==> src/fbod_pkg.sv <==
// Shared constants and types of the flash bus host controller.
// Overview of operation
// - A read holds chip select and output gate low, write strobe high.
// - Every command write drives write strobe and chip select low, output gate high.
// - In short program mode a program takes two write cycles, not four.
// - Boost level is applied only while programming; the pin never floats.
package fbod_pkg;

  // Clock rate and bus timing; the times are plain defaults.
  localparam int CLK_MHZ = 100;
  localparam int T_SETUP_NS = 20;
  localparam int T_ACC_NS = 100;
  localparam int T_WP_NS = 50;
  localparam int T_HOLD_NS = 20;
  localparam int T_RP_NS = 500;
  localparam int T_RH_NS = 200;

  // Least time in ns to whole clock cycles, never below one.
  function automatic int cyc_min(int ns);
    int c;
    c = (ns * CLK_MHZ + 999) / 1000;
    return (c < 1) ? 1 : c;
  endfunction

  localparam int SU_CYC = cyc_min(T_SETUP_NS);
  localparam int ACC_CYC = cyc_min(T_ACC_NS);
  localparam int WP_CYC = cyc_min(T_WP_NS);
  localparam int HD_CYC = cyc_min(T_HOLD_NS);
  localparam int RP_CYC = cyc_min(T_RP_NS);
  localparam int RH_CYC = cyc_min(T_RH_NS);
  localparam int CNT_W = 8;

  // Register byte offsets.
  localparam logic [7:0] REG_CTRL = 8'h00;
  localparam logic [7:0] REG_ADDR = 8'h04;
  localparam logic [7:0] REG_WDATA = 8'h08;
  localparam logic [7:0] REG_RDATA = 8'h0c;
  localparam logic [7:0] REG_STATUS = 8'h10;

  // Control fields.
  localparam int CTRL_W = 8;
  localparam int CTRL_GO = 0;
  localparam int CTRL_OP_LSB = 1;
  localparam int OP_W = 3;
  localparam int CTRL_WORD = 4;
  localparam int CTRL_SHORT = 5;
  localparam int CTRL_WPHI = 6;
  localparam int CTRL_BOOST = 7;
  localparam logic [7:0] CTRL_RESET = 8'h10;

  // Status fields.
  localparam int STAT_BUSY = 0;
  localparam int STAT_DONE = 1;
  localparam int STAT_ID = 2;
  localparam int STAT_SHORT = 3;

  // Widths and data pin enable patterns.
  localparam int ADDR_W = 21;
  localparam logic [15:0] DQ_NONE = 16'h0000;
  localparam logic [15:0] DQ_ALL = 16'hffff;
  localparam logic [15:0] DQ_A1 = 16'h8000;
  localparam logic [15:0] DQ_BYTE_WR = 16'h80ff;
  localparam logic [2:0] PROG_CYC_SHORT = 3'h2;
  localparam logic [2:0] PROG_CYC_LONG = 3'h4;

  // Command cycle values; arbitrary neutral defaults.
  localparam logic [20:0] UNLOCK1_ADDR_D = 21'h000001;
  localparam logic [15:0] UNLOCK1_DATA_D = 16'h0001;
  localparam logic [20:0] UNLOCK2_ADDR_D = 21'h000002;
  localparam logic [15:0] UNLOCK2_DATA_D = 16'h0002;
  localparam logic [15:0] PROG_CMD_D = 16'h0003;
  localparam logic [15:0] ID_CMD_D = 16'h0004;
  localparam logic [15:0] READ_CMD_D = 16'h0005;

  typedef enum logic [2:0] {
    OP_READ = 3'b000,
    OP_WRITE = 3'b001,
    OP_PROGRAM = 3'b010,
    OP_ID_ENTRY = 3'b011,
    OP_HW_RESET = 3'b100,
    OP_READ_MODE = 3'b101
  } fbod_op_e;

  typedef enum logic [1:0] {
    WP_LOW = 2'b00,
    WP_HIGH = 2'b01,
    WP_BOOST = 2'b10
  } fbod_wp_e;

  typedef enum logic [1:0] {
    CYC_UNLOCK1 = 2'b00,
    CYC_UNLOCK2 = 2'b01,
    CYC_CMD = 2'b10,
    CYC_TARGET = 2'b11
  } fbod_cyc_e;

  typedef struct packed {
    logic last;
    fbod_cyc_e kind;
  } fbod_cyc_s;

endpackage

==> src/fbod_host.sv <==
// Flash bus host controller top: sequences device bus cycles on orders from software.
//
// Our own choices: the address map and register access over AHB-Lite.
`timescale 1ns/100ps
module fbod_host
  import fbod_pkg::*;
#(
  parameter int SU_C = SU_CYC,
  parameter int ACC_C = ACC_CYC,
  parameter int WP_C = WP_CYC,
  parameter int HD_C = HD_CYC,
  parameter int RP_C = RP_CYC,
  parameter int RH_C = RH_CYC,
  parameter logic [20:0] UNLOCK1_ADDR = UNLOCK1_ADDR_D,
  parameter logic [15:0] UNLOCK1_DATA = UNLOCK1_DATA_D,
  parameter logic [20:0] UNLOCK2_ADDR = UNLOCK2_ADDR_D,
  parameter logic [15:0] UNLOCK2_DATA = UNLOCK2_DATA_D,
  parameter logic [15:0] PROG_CMD = PROG_CMD_D,
  parameter logic [15:0] ID_CMD = ID_CMD_D,
  parameter logic [15:0] READ_CMD = READ_CMD_D
)
(
  input wire logic ref_clk, // System clock, 100 MHz.
  input wire logic reset, // Synchronous reset, active high.
  input wire logic hsel, // AHB slave select.
  input wire logic [31:0] haddr, // AHB address.
  input wire logic [1:0] htrans, // AHB transfer type.
  input wire logic hwrite, // AHB write.
  input wire logic [2:0] hsize, // AHB size.
  input wire logic [31:0] hwdata, // AHB write data.
  input wire logic hready, // AHB ready.
  output logic [31:0] hrdata, // AHB read data.
  output logic hreadyout, // AHB ready out.
  output logic hresp, // AHB response.
  output logic [19:0] flash_addr, // Address pins.
  output logic [15:0] flash_dq_out, // Data pins out; bit 15 is top_data_or_low_addr.
  output logic [15:0] flash_dq_oe, // Data pin drive enables.
  input wire logic [15:0] flash_dq_in, // Data pins in.
  output logic flash_cs_n, // Chip select, active low.
  output logic flash_oe_n, // Output gate, active low.
  output logic flash_we_n, // Write strobe, active low.
  output logic flash_hard_init_n, // Hard init, active low.
  output logic flash_width_select, // High for sixteen-bit bus.
  output fbod_wp_e protect_boost_pin_level // Level for protect_boost_pin.
);

  typedef enum logic [2:0] {
    ST_IDLE = 3'b000,
    ST_SETUP = 3'b001,
    ST_STROBE = 3'b010,
    ST_HOLD = 3'b011,
    ST_RST_LOW = 3'b100,
    ST_RST_REC = 3'b101
  } fbod_state_e;

  typedef struct packed {
    fbod_state_e st;
    fbod_op_e op;
    logic [1:0] step;
    logic last;
    logic is_rd;
    logic short_m;
    logic word_m;
    logic id_mode;
    logic [ADDR_W-1:0] addr;
    logic [15:0] wdata;
    logic [15:0] cur_d;
    logic [15:0] rdata;
    logic cs_n;
    logic oe_n;
    logic we_n;
    logic rst_n;
    logic [19:0] apin;
    logic [15:0] dq_o;
    logic [15:0] dq_e;
    fbod_wp_e wp;
    logic done;
    logic [2:0] we_cnt;
  } fbod_host_s;

  fbod_host_s q;
  fbod_host_s next_q;
  logic go;
  fbod_op_e op_in;
  logic word_in;
  logic short_in;
  logic wphi_in;
  logic boost_in;
  logic [ADDR_W-1:0] addr_in;
  logic [15:0] wdata_in;
  logic t_load;
  logic [CNT_W-1:0] t_val;
  logic t_exp;
  fbod_wp_e wp_static;

  //////////////////////////////////////////////////////////////////////////////
  // Register slave and phase timer.

  fbod_ahb_regs u_regs (
    .ref_clk(ref_clk),
    .reset(reset),
    .hsel(hsel),
    .haddr(haddr),
    .htrans(htrans),
    .hwrite(hwrite),
    .hsize(hsize),
    .hwdata(hwdata),
    .hready(hready),
    .hrdata(hrdata),
    .hreadyout(hreadyout),
    .hresp(hresp),
    .go(go),
    .op(op_in),
    .word_mode(word_in),
    .short_mode(short_in),
    .wp_high(wphi_in),
    .boost(boost_in),
    .addr(addr_in),
    .wdata(wdata_in),
    .busy(q.st != ST_IDLE),
    .done_set(q.done),
    .id_mode(q.id_mode),
    .short_used(q.short_m),
    .rdata(q.rdata)
  );

  fbod_timer u_timer (
    .ref_clk(ref_clk),
    .reset(reset),
    .load(t_load),
    .load_val(t_val),
    .expired(t_exp)
  );

  //////////////////////////////////////////////////////////////////////////////
  // Command sequences.

  // Which bus cycle a step of an operation is, and whether it is the last.
  function automatic fbod_cyc_s seq_cycle(fbod_op_e op, logic [1:0] step, logic sh);
    fbod_cyc_s c;
    c.last = 1'b1;
    c.kind = CYC_TARGET;
    unique case (op)
      OP_PROGRAM:
      begin
        if (sh)
        begin
          c.kind = fbod_cyc_e'(step + 2'd2);
          c.last = (step == 2'd1);
        end
        else
        begin
          c.kind = fbod_cyc_e'(step);
          c.last = (step == 2'd3);
        end
      end
      OP_ID_ENTRY:
      begin
        c.kind = fbod_cyc_e'(step);
        c.last = (step == 2'd2);
      end
      OP_READ_MODE: c.kind = CYC_CMD;
      default: c.kind = CYC_TARGET;
    endcase
    return c;
  endfunction

  // Open a bus cycle: address and, in byte mode, the low address bit on pin 15.
  function automatic fbod_host_s begin_cycle(fbod_host_s s);
    fbod_cyc_s c;
    logic [ADDR_W-1:0] a;
    c = seq_cycle(s.op, s.step, s.short_m);
    a = s.addr;
    s.cur_d = s.wdata;
    unique case (c.kind)
      CYC_UNLOCK1:
      begin
        a = UNLOCK1_ADDR;
        s.cur_d = UNLOCK1_DATA;
      end
      CYC_UNLOCK2:
      begin
        a = UNLOCK2_ADDR;
        s.cur_d = UNLOCK2_DATA;
      end
      CYC_CMD:
      begin
        a = UNLOCK1_ADDR;
        s.cur_d = (s.op == OP_PROGRAM) ? PROG_CMD : (s.op == OP_ID_ENTRY) ? ID_CMD : READ_CMD;
      end
      CYC_TARGET: a = s.addr;
    endcase
    s.last = c.last;
    s.is_rd = (s.op == OP_READ);
    s.st = ST_SETUP;
    s.cs_n = 1'b0;
    s.apin = s.word_m ? a[19:0] : a[20:1];
    s.dq_o = s.word_m ? DQ_NONE : {a[0], 15'h0000};
    s.dq_e = s.word_m ? DQ_NONE : DQ_A1;
    return s;
  endfunction

  //////////////////////////////////////////////////////////////////////////////
  // Cycle sequencer.

  assign wp_static = wphi_in ? WP_HIGH : WP_LOW;

  // One bus cycle is setup, strobe and hold; strobes never overlap.
  always_comb
  begin
    next_q = q;
    next_q.done = 1'b0;
    t_load = 1'b0;
    t_val = '0;
    unique case (q.st)
      ST_IDLE:
      begin
        next_q.word_m = word_in;
        next_q.wp = wp_static;
        if (go)
        begin
          next_q.op = op_in;
          next_q.step = '0;
          next_q.addr = addr_in;
          next_q.wdata = wdata_in;
          next_q.we_cnt = '0;
          next_q.short_m = short_in || (boost_in && op_in == OP_PROGRAM);
          if (boost_in && op_in == OP_PROGRAM)
            next_q.wp = WP_BOOST;
          t_load = 1'b1;
          if (op_in == OP_HW_RESET)
          begin
            next_q.rst_n = 1'b0;
            next_q.st = ST_RST_LOW;
            t_val = CNT_W'(RP_C - 1);
          end
          else
          begin
            next_q = begin_cycle(next_q);
            t_val = CNT_W'(SU_C - 1);
          end
        end
      end
      ST_SETUP:
      begin
        if (t_exp)
        begin
          next_q.st = ST_STROBE;
          t_load = 1'b1;
          if (q.is_rd)
          begin
            next_q.oe_n = 1'b0;
            t_val = CNT_W'(ACC_C - 1);
          end
          else
          begin
            next_q.we_n = 1'b0;
            next_q.we_cnt = q.we_cnt + 3'h1;
            next_q.dq_o = q.word_m ? q.cur_d : {q.dq_o[15], 7'h00, q.cur_d[7:0]};
            next_q.dq_e = q.word_m ? DQ_ALL : DQ_BYTE_WR;
            t_val = CNT_W'(WP_C - 1);
          end
        end
      end
      ST_STROBE:
      begin
        if (t_exp)
        begin
          next_q.st = ST_HOLD;
          t_load = 1'b1;
          t_val = CNT_W'(HD_C - 1);
          if (q.is_rd)
          begin
            next_q.oe_n = 1'b1;
            // Codes of the identification register live on the low byte only.
            next_q.rdata = (q.word_m && !q.id_mode) ? flash_dq_in : {8'h00, flash_dq_in[7:0]};
          end
          else
            next_q.we_n = 1'b1;
        end
      end
      ST_HOLD:
      begin
        if (t_exp)
        begin
          next_q.cs_n = 1'b1;
          next_q.dq_e = DQ_NONE;
          if (q.last)
          begin
            next_q.st = ST_IDLE;
            next_q.done = 1'b1;
            next_q.wp = wp_static;
            if (q.op == OP_ID_ENTRY)
              next_q.id_mode = 1'b1;
            else if (q.op == OP_READ_MODE)
              next_q.id_mode = 1'b0;
          end
          else
          begin
            next_q.step = q.step + 2'd1;
            next_q = begin_cycle(next_q);
            t_load = 1'b1;
            t_val = CNT_W'(SU_C - 1);
          end
        end
      end
      ST_RST_LOW:
      begin
        if (t_exp)
        begin
          next_q.rst_n = 1'b1;
          next_q.st = ST_RST_REC;
          t_load = 1'b1;
          t_val = CNT_W'(RH_C - 1);
        end
      end
      ST_RST_REC:
      begin
        if (t_exp)
        begin
          next_q.st = ST_IDLE;
          next_q.done = 1'b1;
          next_q.id_mode = 1'b0;
        end
      end
      default: next_q.st = ST_IDLE;
    endcase
  end

  // Pins idle high and released; the protect pin is always driven to a level.
  always_ff @(posedge ref_clk)
  begin
    if (reset)
    begin
      q <= '0;
      q.st <= ST_IDLE;
      q.op <= OP_READ;
      q.word_m <= 1'b1;
      q.cs_n <= 1'b1;
      q.oe_n <= 1'b1;
      q.we_n <= 1'b1;
      q.rst_n <= 1'b1;
      q.wp <= WP_LOW;
    end
    else
      q <= next_q;
  end

  assign flash_addr = q.apin;
  assign flash_dq_out = q.dq_o;
  assign flash_dq_oe = q.dq_e;
  assign flash_cs_n = q.cs_n;
  assign flash_oe_n = q.oe_n;
  assign flash_we_n = q.we_n;
  assign flash_hard_init_n = q.rst_n;
  assign flash_width_select = q.word_m;
  assign protect_boost_pin_level = q.wp;

  //////////////////////////////////////////////////////////////////////////////
  // Checks on the driven pins.

  chk_read_levels: assert property (@(posedge ref_clk) disable iff (reset)
    !flash_oe_n |-> !flash_cs_n && flash_we_n)
    else $error("output gate low outside a read cycle");
  chk_write_levels: assert property (@(posedge ref_clk) disable iff (reset)
    !flash_we_n |-> !flash_cs_n && flash_oe_n)
    else $error("write strobe low outside a write cycle");
  chk_we_width: assert property (@(posedge ref_clk) disable iff (reset)
    $fell(flash_we_n) |=> !flash_we_n [*3])
    else $error("write strobe pulse too short");
  chk_no_contention: assert property (@(posedge ref_clk) disable iff (reset)
    !flash_oe_n |-> flash_dq_oe[14:0] == 15'h0000)
    else $error("data driven while device outputs");
  chk_byte_pins: assert property (@(posedge ref_clk) disable iff (reset)
    !flash_width_select |-> flash_dq_oe[14:8] == 7'h00)
    else $error("upper data pins driven in byte mode");
  chk_reset_quiet: assert property (@(posedge ref_clk) disable iff (reset)
    !flash_hard_init_n |-> flash_cs_n && flash_oe_n && flash_we_n)
    else $error("bus cycle during hard init");
  chk_reset_len: assert property (@(posedge ref_clk) disable iff (reset)
    $fell(flash_hard_init_n) |=> !flash_hard_init_n [*8])
    else $error("hard init pulse too short");
  chk_boost_only_prog: assert property (@(posedge ref_clk) disable iff (reset)
    protect_boost_pin_level == WP_BOOST |-> q.st != ST_IDLE && q.op == OP_PROGRAM)
    else $error("boost level outside a program");
  chk_prog_cycle_count: assert property (@(posedge ref_clk) disable iff (reset)
    q.done && q.op == OP_PROGRAM |-> q.we_cnt == (q.short_m ? PROG_CYC_SHORT : PROG_CYC_LONG))
    else $error("wrong number of program write cycles");

  cov_read: cover property (@(posedge ref_clk) disable iff (reset)
    q.done && q.op == OP_READ);
  cov_prog_short: cover property (@(posedge ref_clk) disable iff (reset)
    q.done && q.op == OP_PROGRAM && q.short_m);
  cov_prog_long: cover property (@(posedge ref_clk) disable iff (reset)
    q.done && q.op == OP_PROGRAM && !q.short_m);
  cov_id_entry: cover property (@(posedge ref_clk) disable iff (reset)
    q.done && q.op == OP_ID_ENTRY);
  cov_hw_reset: cover property (@(posedge ref_clk) disable iff (reset)
    q.done && q.op == OP_HW_RESET);

endmodule // fbod_host

==> src/fbod_timer.sv <==
// Phase countdown timer of the flash bus host controller.
`timescale 1ns/100ps
module fbod_timer
  import fbod_pkg::*;
#(
  parameter int W = CNT_W
)
(
  input wire logic ref_clk, // System clock.
  input wire logic reset, // Synchronous reset, active high.
  input wire logic load, // Start a phase.
  input wire logic [W-1:0] load_val, // Phase length minus one.
  output logic expired // Phase count has run out.
);

  typedef struct packed {
    logic [W-1:0] cnt;
  } fbod_tmr_s;

  fbod_tmr_s q;
  fbod_tmr_s next_q;

  // A load restarts the count; otherwise it runs down and stops at zero.
  always_comb
  begin
    next_q = q;
    if (load)
      next_q.cnt = load_val;
    else if (q.cnt != '0)
      next_q.cnt = q.cnt - 1'b1;
  end

  always_ff @(posedge ref_clk)
  begin
    if (reset)
      q <= '0;
    else
      q <= next_q;
  end

  assign expired = (q.cnt == '0);

endmodule // fbod_timer

==> src/fbod_ahb_regs.sv <==
// AHB-Lite register slave of the flash bus host controller.
`timescale 1ns/100ps
module fbod_ahb_regs
  import fbod_pkg::*;
(
  input wire logic ref_clk, // System clock.
  input wire logic reset, // Synchronous reset, active high.
  input wire logic hsel, // Slave select.
  input wire logic [31:0] haddr, // Byte address.
  input wire logic [1:0] htrans, // Transfer type.
  input wire logic hwrite, // Write transfer.
  input wire logic [2:0] hsize, // Transfer size, word only.
  input wire logic [31:0] hwdata, // Write data.
  input wire logic hready, // Bus ready.
  output logic [31:0] hrdata, // Read data.
  output logic hreadyout, // Always ready.
  output logic hresp, // Always OKAY.
  output logic go, // Start pulse.
  output fbod_op_e op, // Operation code.
  output logic word_mode, // Sixteen-bit bus.
  output logic short_mode, // Bank is in short program mode.
  output logic wp_high, // Protect pin held high.
  output logic boost, // Boost level for programs.
  output logic [ADDR_W-1:0] addr, // Target address.
  output logic [15:0] wdata, // Target data.
  input wire logic busy, // Operation running.
  input wire logic done_set, // Operation finished pulse.
  input wire logic id_mode, // Identification readout active.
  input wire logic short_used, // Last operation was started in short mode.
  input wire logic [15:0] rdata // Last read data.
);

  typedef struct packed {
    logic [CTRL_W-1:0] ctrl;
    logic [ADDR_W-1:0] addr;
    logic [15:0] wdata;
    logic done;
    logic wr_pend;
    logic [7:0] waddr;
    logic [31:0] rd;
    logic go;
  } fbod_regs_s;

  fbod_regs_s q;
  fbod_regs_s next_q;

  // Read mux used at the address phase, so read data comes from a flop.
  function automatic logic [31:0] rd_mux(fbod_regs_s s, logic [7:0] a, logic b, logic i,
                                         logic sh, logic [15:0] rd);
    logic [31:0] v;
    v = '0;
    unique case (a)
      REG_CTRL: v = 32'(s.ctrl);
      REG_ADDR: v = 32'(s.addr);
      REG_WDATA: v = 32'(s.wdata);
      REG_RDATA: v = 32'(rd);
      REG_STATUS:
      begin
        v[STAT_BUSY] = b;
        v[STAT_DONE] = s.done;
        v[STAT_ID] = i;
        v[STAT_SHORT] = sh;
      end
      default: v = '0;
    endcase
    return v;
  endfunction

  // Data phase writes, then address phase capture; done set beats its clear.
  always_comb
  begin
    next_q = q;
    next_q.go = 1'b0;
    if (q.wr_pend)
    begin
      unique case (q.waddr)
        REG_CTRL:
        begin
          if (!busy)
          begin
            next_q.ctrl = hwdata[CTRL_W-1:0];
            next_q.ctrl[CTRL_GO] = 1'b0;
            next_q.go = hwdata[CTRL_GO];
          end
        end
        REG_ADDR: next_q.addr = hwdata[ADDR_W-1:0];
        REG_WDATA: next_q.wdata = hwdata[15:0];
        REG_STATUS:
        begin
          if (hwdata[STAT_DONE])
            next_q.done = 1'b0;
        end
        default: next_q.done = next_q.done;
      endcase
    end
    if (done_set)
      next_q.done = 1'b1;
    next_q.wr_pend = hsel && hready && htrans[1] && hwrite;
    next_q.waddr = haddr[7:0];
    if (hsel && hready && htrans[1] && !hwrite)
      next_q.rd = rd_mux(q, haddr[7:0], busy, id_mode, short_used, rdata);
  end

  always_ff @(posedge ref_clk)
  begin
    if (reset)
    begin
      q <= '0;
      q.ctrl <= CTRL_RESET;
    end
    else
      q <= next_q;
  end

  // Zero wait state slave; hsize is not checked since only words are used.
  assign hrdata = q.rd;
  assign hreadyout = 1'b1;
  assign hresp = 1'b0;
  assign go = q.go;
  assign op = fbod_op_e'(q.ctrl[CTRL_OP_LSB +: OP_W]);
  assign word_mode = q.ctrl[CTRL_WORD];
  assign short_mode = q.ctrl[CTRL_SHORT];
  assign wp_high = q.ctrl[CTRL_WPHI];
  assign boost = q.ctrl[CTRL_BOOST];
  assign addr = q.addr;
  assign wdata = q.wdata;

endmodule // fbod_ahb_regs

==> config.mk <==
export PLATFORM = sky130hd
export DESIGN_NAME = fbod_host
export DESIGN_NICKNAME = d
export VERILOG_FILES = /design/src/fbod_pkg.sv /design/src/fbod_host.sv /design/src/fbod_timer.sv /design/src/fbod_ahb_regs.sv
export SDC_FILE = /design/constraint.sdc
export NUM_CORES = 1
export LEC_CHECK = 0
export ABC_AREA = 1
export BUFFER_PORTS_ARGS = -buffer_cell sky130_fd_sc_hd__buf_4
export CAP_MARGIN = 15
export CORE_ASPECT_RATIO = 1.75
export CORE_MARGIN = 1.5
export CORE_UTILIZATION = 45
export CTS_BUF_LIST = sky130_fd_sc_hd__clkbuf_4
export DETAILED_ROUTE_END_ITERATION = 7
export MAX_ROUTING_LAYER = met4
export PLACE_DENSITY_LB_ADDON = 0.3
export SETUP_SLACK_MARGIN = 0.5
export SYNTH_ARGS = -nofsm -noshare
export SYNTH_HDL_FRONTEND = slang
export SYNTH_SLANG_ARGS = --single-unit
==> constraint.sdc <==
create_clock -name ref_clk -period 2.69 [get_ports ref_clk]
set_input_delay 0.269 -clock ref_clk [delete_from_list [all_inputs] [get_ports ref_clk]]
set_output_delay 0.269 -clock ref_clk [all_outputs]
set_load 0.005 [all_outputs]
==> impl_metrics.tcl <==
set metrics [dict create \
    ys_ff_latch 212 \
    core_mm2 0.0232 \
    worstMarginPinSlew_ns 0.984 \
    fin_util_pct 53.5 \
    p_sw_share_pct 29.3 \
    synth_top_area_cell "dfxtp_1" \
    clock-sinks 212 \
    max_freq_mhz 493 \
    regToRegSetupSlack_ns 0.66 \
    hold_start "haddr[2]" \
    rsz0062_at_grt "false" \
    p_int_mw 5.06 \
    syn_inst 1468 \
    async_flop_share_pct 0 \
    fin_crit_sh_pct 75.4 \
    tns_ns 0 \
    clk_latency_ns 0.66 \
    port_buffers 130 \
    viasPerCell 5.29 \
    yosysMostFrequentCell "dfxtp_1" \
    ir_drop_v 0.000293 \
    io_pins 183 \
    powerDensity_mw_per_mm2 575 \
    overflow 0 \
    ant_nets 0 \
    area_growth_pct 17.8 \
    holdPathStages 6 \
    layout_min_cycle_time_ns 2.03 \
    synth_top_area_share_pct 40.2 \
    synth_area_mm2 0.0106 \
    die_h_um 206 \
    num_vias 10100 \
    cap_viol_max_count 0 \
    p_seq_share_pct 46.5 \
    clk_pin_slew_ns 0.07 \
    grt_start_max_net_pins 86 \
    dr.pass1.iters 5 \
    hold_class "in -> reg" \
    criticalPathCategory "reg -> reg" \
    die_w_um 119 \
    yosysSeqAreaShare_pct 40.2 \
    root_buffer "clkbuf_4" \
    status "complete, no violations" \
    cp-end-kind "flop" \
    place.gp.congestion 0.948 \
    start_util_pct 45.4 \
    antenna_found_initial 1 \
    route.detailed.drc 0 \
    startpoint_type "flop" \
    grt_pass1_wl_um 48400 \
    dpl_cell_area_mm2 0.0112 \
    synthTopCellsByArea "dfxtp_1, o21ai_0, a21oi_1" \
    yosys_warnings 0 \
    grt_usage_pct 25.4 \
    pwr-share-clk_pct 36.0 \
    worst_ep_required_time_ns 3.26 \
    synth_ff_type "dfxtp_1" \
    synthDistinctLibCells 42 \
    grt_pass1_vias 9644 \
    r2r_end "q[63]" \
    slew_violations 0 \
    routed_wirelength_um 30400 \
    slew_headroom_pct 34.4 \
    cts_buffer_depth 3 \
    crit_arrival_ns 2.60 \
    yosys-top-cells-count "dfxtp_1, o21ai_0, nand2_1, a21oi_1, nor2_1" \
    dp_slack_ns 0.571 \
    r2r_cells 10 \
    drive_above_1_share_pct 17.3 \
    p_comb_share_pct 17.5 \
    cts_buffers 48 \
    dieArea_mm2 0.0244 \
    synth-edff-count 0 \
    crit_fanout 32 \
    p_switching_mw 2.10 \
    synth_area_per_cell_um2 7.19 \
    h-tree-depth 2 \
    cts_tree "yes" \
    num-nets-final 1669 \
    setup_viol 0 \
    post-dp-hpwl_um 21500 \
    crit-reg2reg-launch "u_timer.q[0]" \
    worst_slack_ns 0.660 \
    final_cell_area_mm2 0.0124 \
    rows 74 \
    hold_end "u_regs.hrdata[2]" \
    fin_skew_ns 0.0329 \
    drt-initial-drc-count 556 \
    hold_viol 0 \
    p_leak_nw 5.10 \
    wl_per_cell_um 15.9 \
]
per-layer routing:
metal	vias up	track usage (%)	wire (um)
li1	5074	-	-
met1	4618	27.2	12000
met2	330	44.6	15200
met3	99	3.22	1440
met4	0	15.4	1820
met5	-	-	0
power by group through the flow:
stage,logic (mW),registers [mW],clock network (mW)
after detailed placement,1.15,3.40,0
after CTS,1.22,3.33,2.64
after global placement,1.13,3.40,0
after floorplan,0.842,3.38,0
final,1.25,3.33,2.57
after global routing,1.39,3.34,2.78
critical path, cell delays in order (launching register included):
cell and delay (ns):
dfxtp_1 0.31, inv_1 0.13, ha_1 0.18, nand2_1 0.10, nor2_4 0.20, buf_4 0.19
inv_1 0.13, nor3_2 0.15, buf_6 0.25, o21ai_0 0.11, a21oi_1 0.19
repair_timing:
item	4_1_cts	5_1_grt
hold buffers	54	0
endpoints found under the setup margin	0	67
buffers inserted	0	7
hold endpoints to repair	70	0
resized for setup	0	7
state kept, by name, indices dropped and copies added (netlist names), 2 cells and up:
signal,flops
u_regs.hrdata,21
flash_dq_oe,3
flash_addr,20
protect_boost_pin_level,2
q,82
u_regs.op,3
u_regs.addr,21
u_timer.q,8
flash_dq_out,16
u_regs.wdata,16
u_regs.q,10
final cells by class:
cell class / count / area (um2)
inverter: 135 / 509
clock inverter: 9 / 70.1
clock buffer: 73 / 548
antenna: 1 / 2.50
fill: 2300 / 10800
multi-input combinational: 956 / 4810
tap: 304 / 380
sequential: 212 / 4240
timing repair buffer: 224 / 1870
how the worst max path moves through the flow:
| stage | from | end | slack (ns) | cells after the start |
|---|---|---|---|---|
| 3_3_place_gp | u_timer.q[0] | flash_dq_oe[15] | 0.60 | 11 |
| 6_report | u_timer.q[0] | q[63] | 0.66 | 10 |
| 5_1_grt | q[139] | flash_addr[4] | 0.46 | 12 |
| 2_1_floorplan | u_timer.q[0] | flash_addr[13] | 0.92 | 13 |
| 4_1_cts | u_timer.q[0] | flash_dq_oe[15] | 0.55 | 11 |
| 3_5_place_dp | u_timer.q[0] | flash_dq_oe[15] | 0.57 | 11 |
cells in the final DEF (no fill, tap or decap), types with 2 or more instances in the layout:
| cell | n |
|---|---|
| nor2_1 | 137 |
| nor4_1 | 17 |
| clkbuf_4 | 73 |
| nand3_1 | 109 |
| inv_2 | 7 |
| nor2b_1 | 18 |
| ha_1 | 2 |
| nor2_8 | 3 |
| nand2_4 | 3 |
| o22ai_1 | 3 |
| clkinv_4 | 2 |
| conb_1 | 13 |
| a211oi_1 | 21 |
| o21ai_0 | 189 |
| nand2_8 | 2 |
| a21oi_1 | 143 |
| nor2_4 | 4 |
| inv_1 | 125 |
| nand4_1 | 46 |
| clkinv_1 | 8 |
| dlygate4sd3_1 | 54 |
| nor2_2 | 6 |
| buf_6 | 2 |
| nand2_1 | 164 |
| dfxtp_1 | 212 |
| o211ai_1 | 2 |
| buf_4 | 164 |
| nor3_1 | 38 |
| nor3_2 | 2 |
| xor2_1 | 3 |
| buf_12 | 4 |
| o21a_1 | 18 |
| o21ai_1 | 4 |
cells by family after synthesis:
| family | Yosys count | synth area share, % |
|---|---|---|
| AOI/OAI and AO/OA | 382 | 19.2 |
| xor gates and xnor gates | 4 | 0.332 |
| adders and majority gates | 2 | 0.237 |
| buffers and inverters | 311 | 14.8 |
| DFF | 212 | 40.2 |
| other | 2 | 0.0711 |
| and+or+nand+nor | 555 | 25.1 |
stage by stage:
step	cells	power (mW)	hold WS (ns)
after detailed placement	1770	4.55	0.450
after global placement	1770	4.53	0.434
after floorplan	1479	4.22	0.376
after global routing	1914	7.51	0.156
final	1914	7.16	0.151
after CTS	1906	7.18	0.0889
Note: power is estimated with default switching activity, not from simulation.
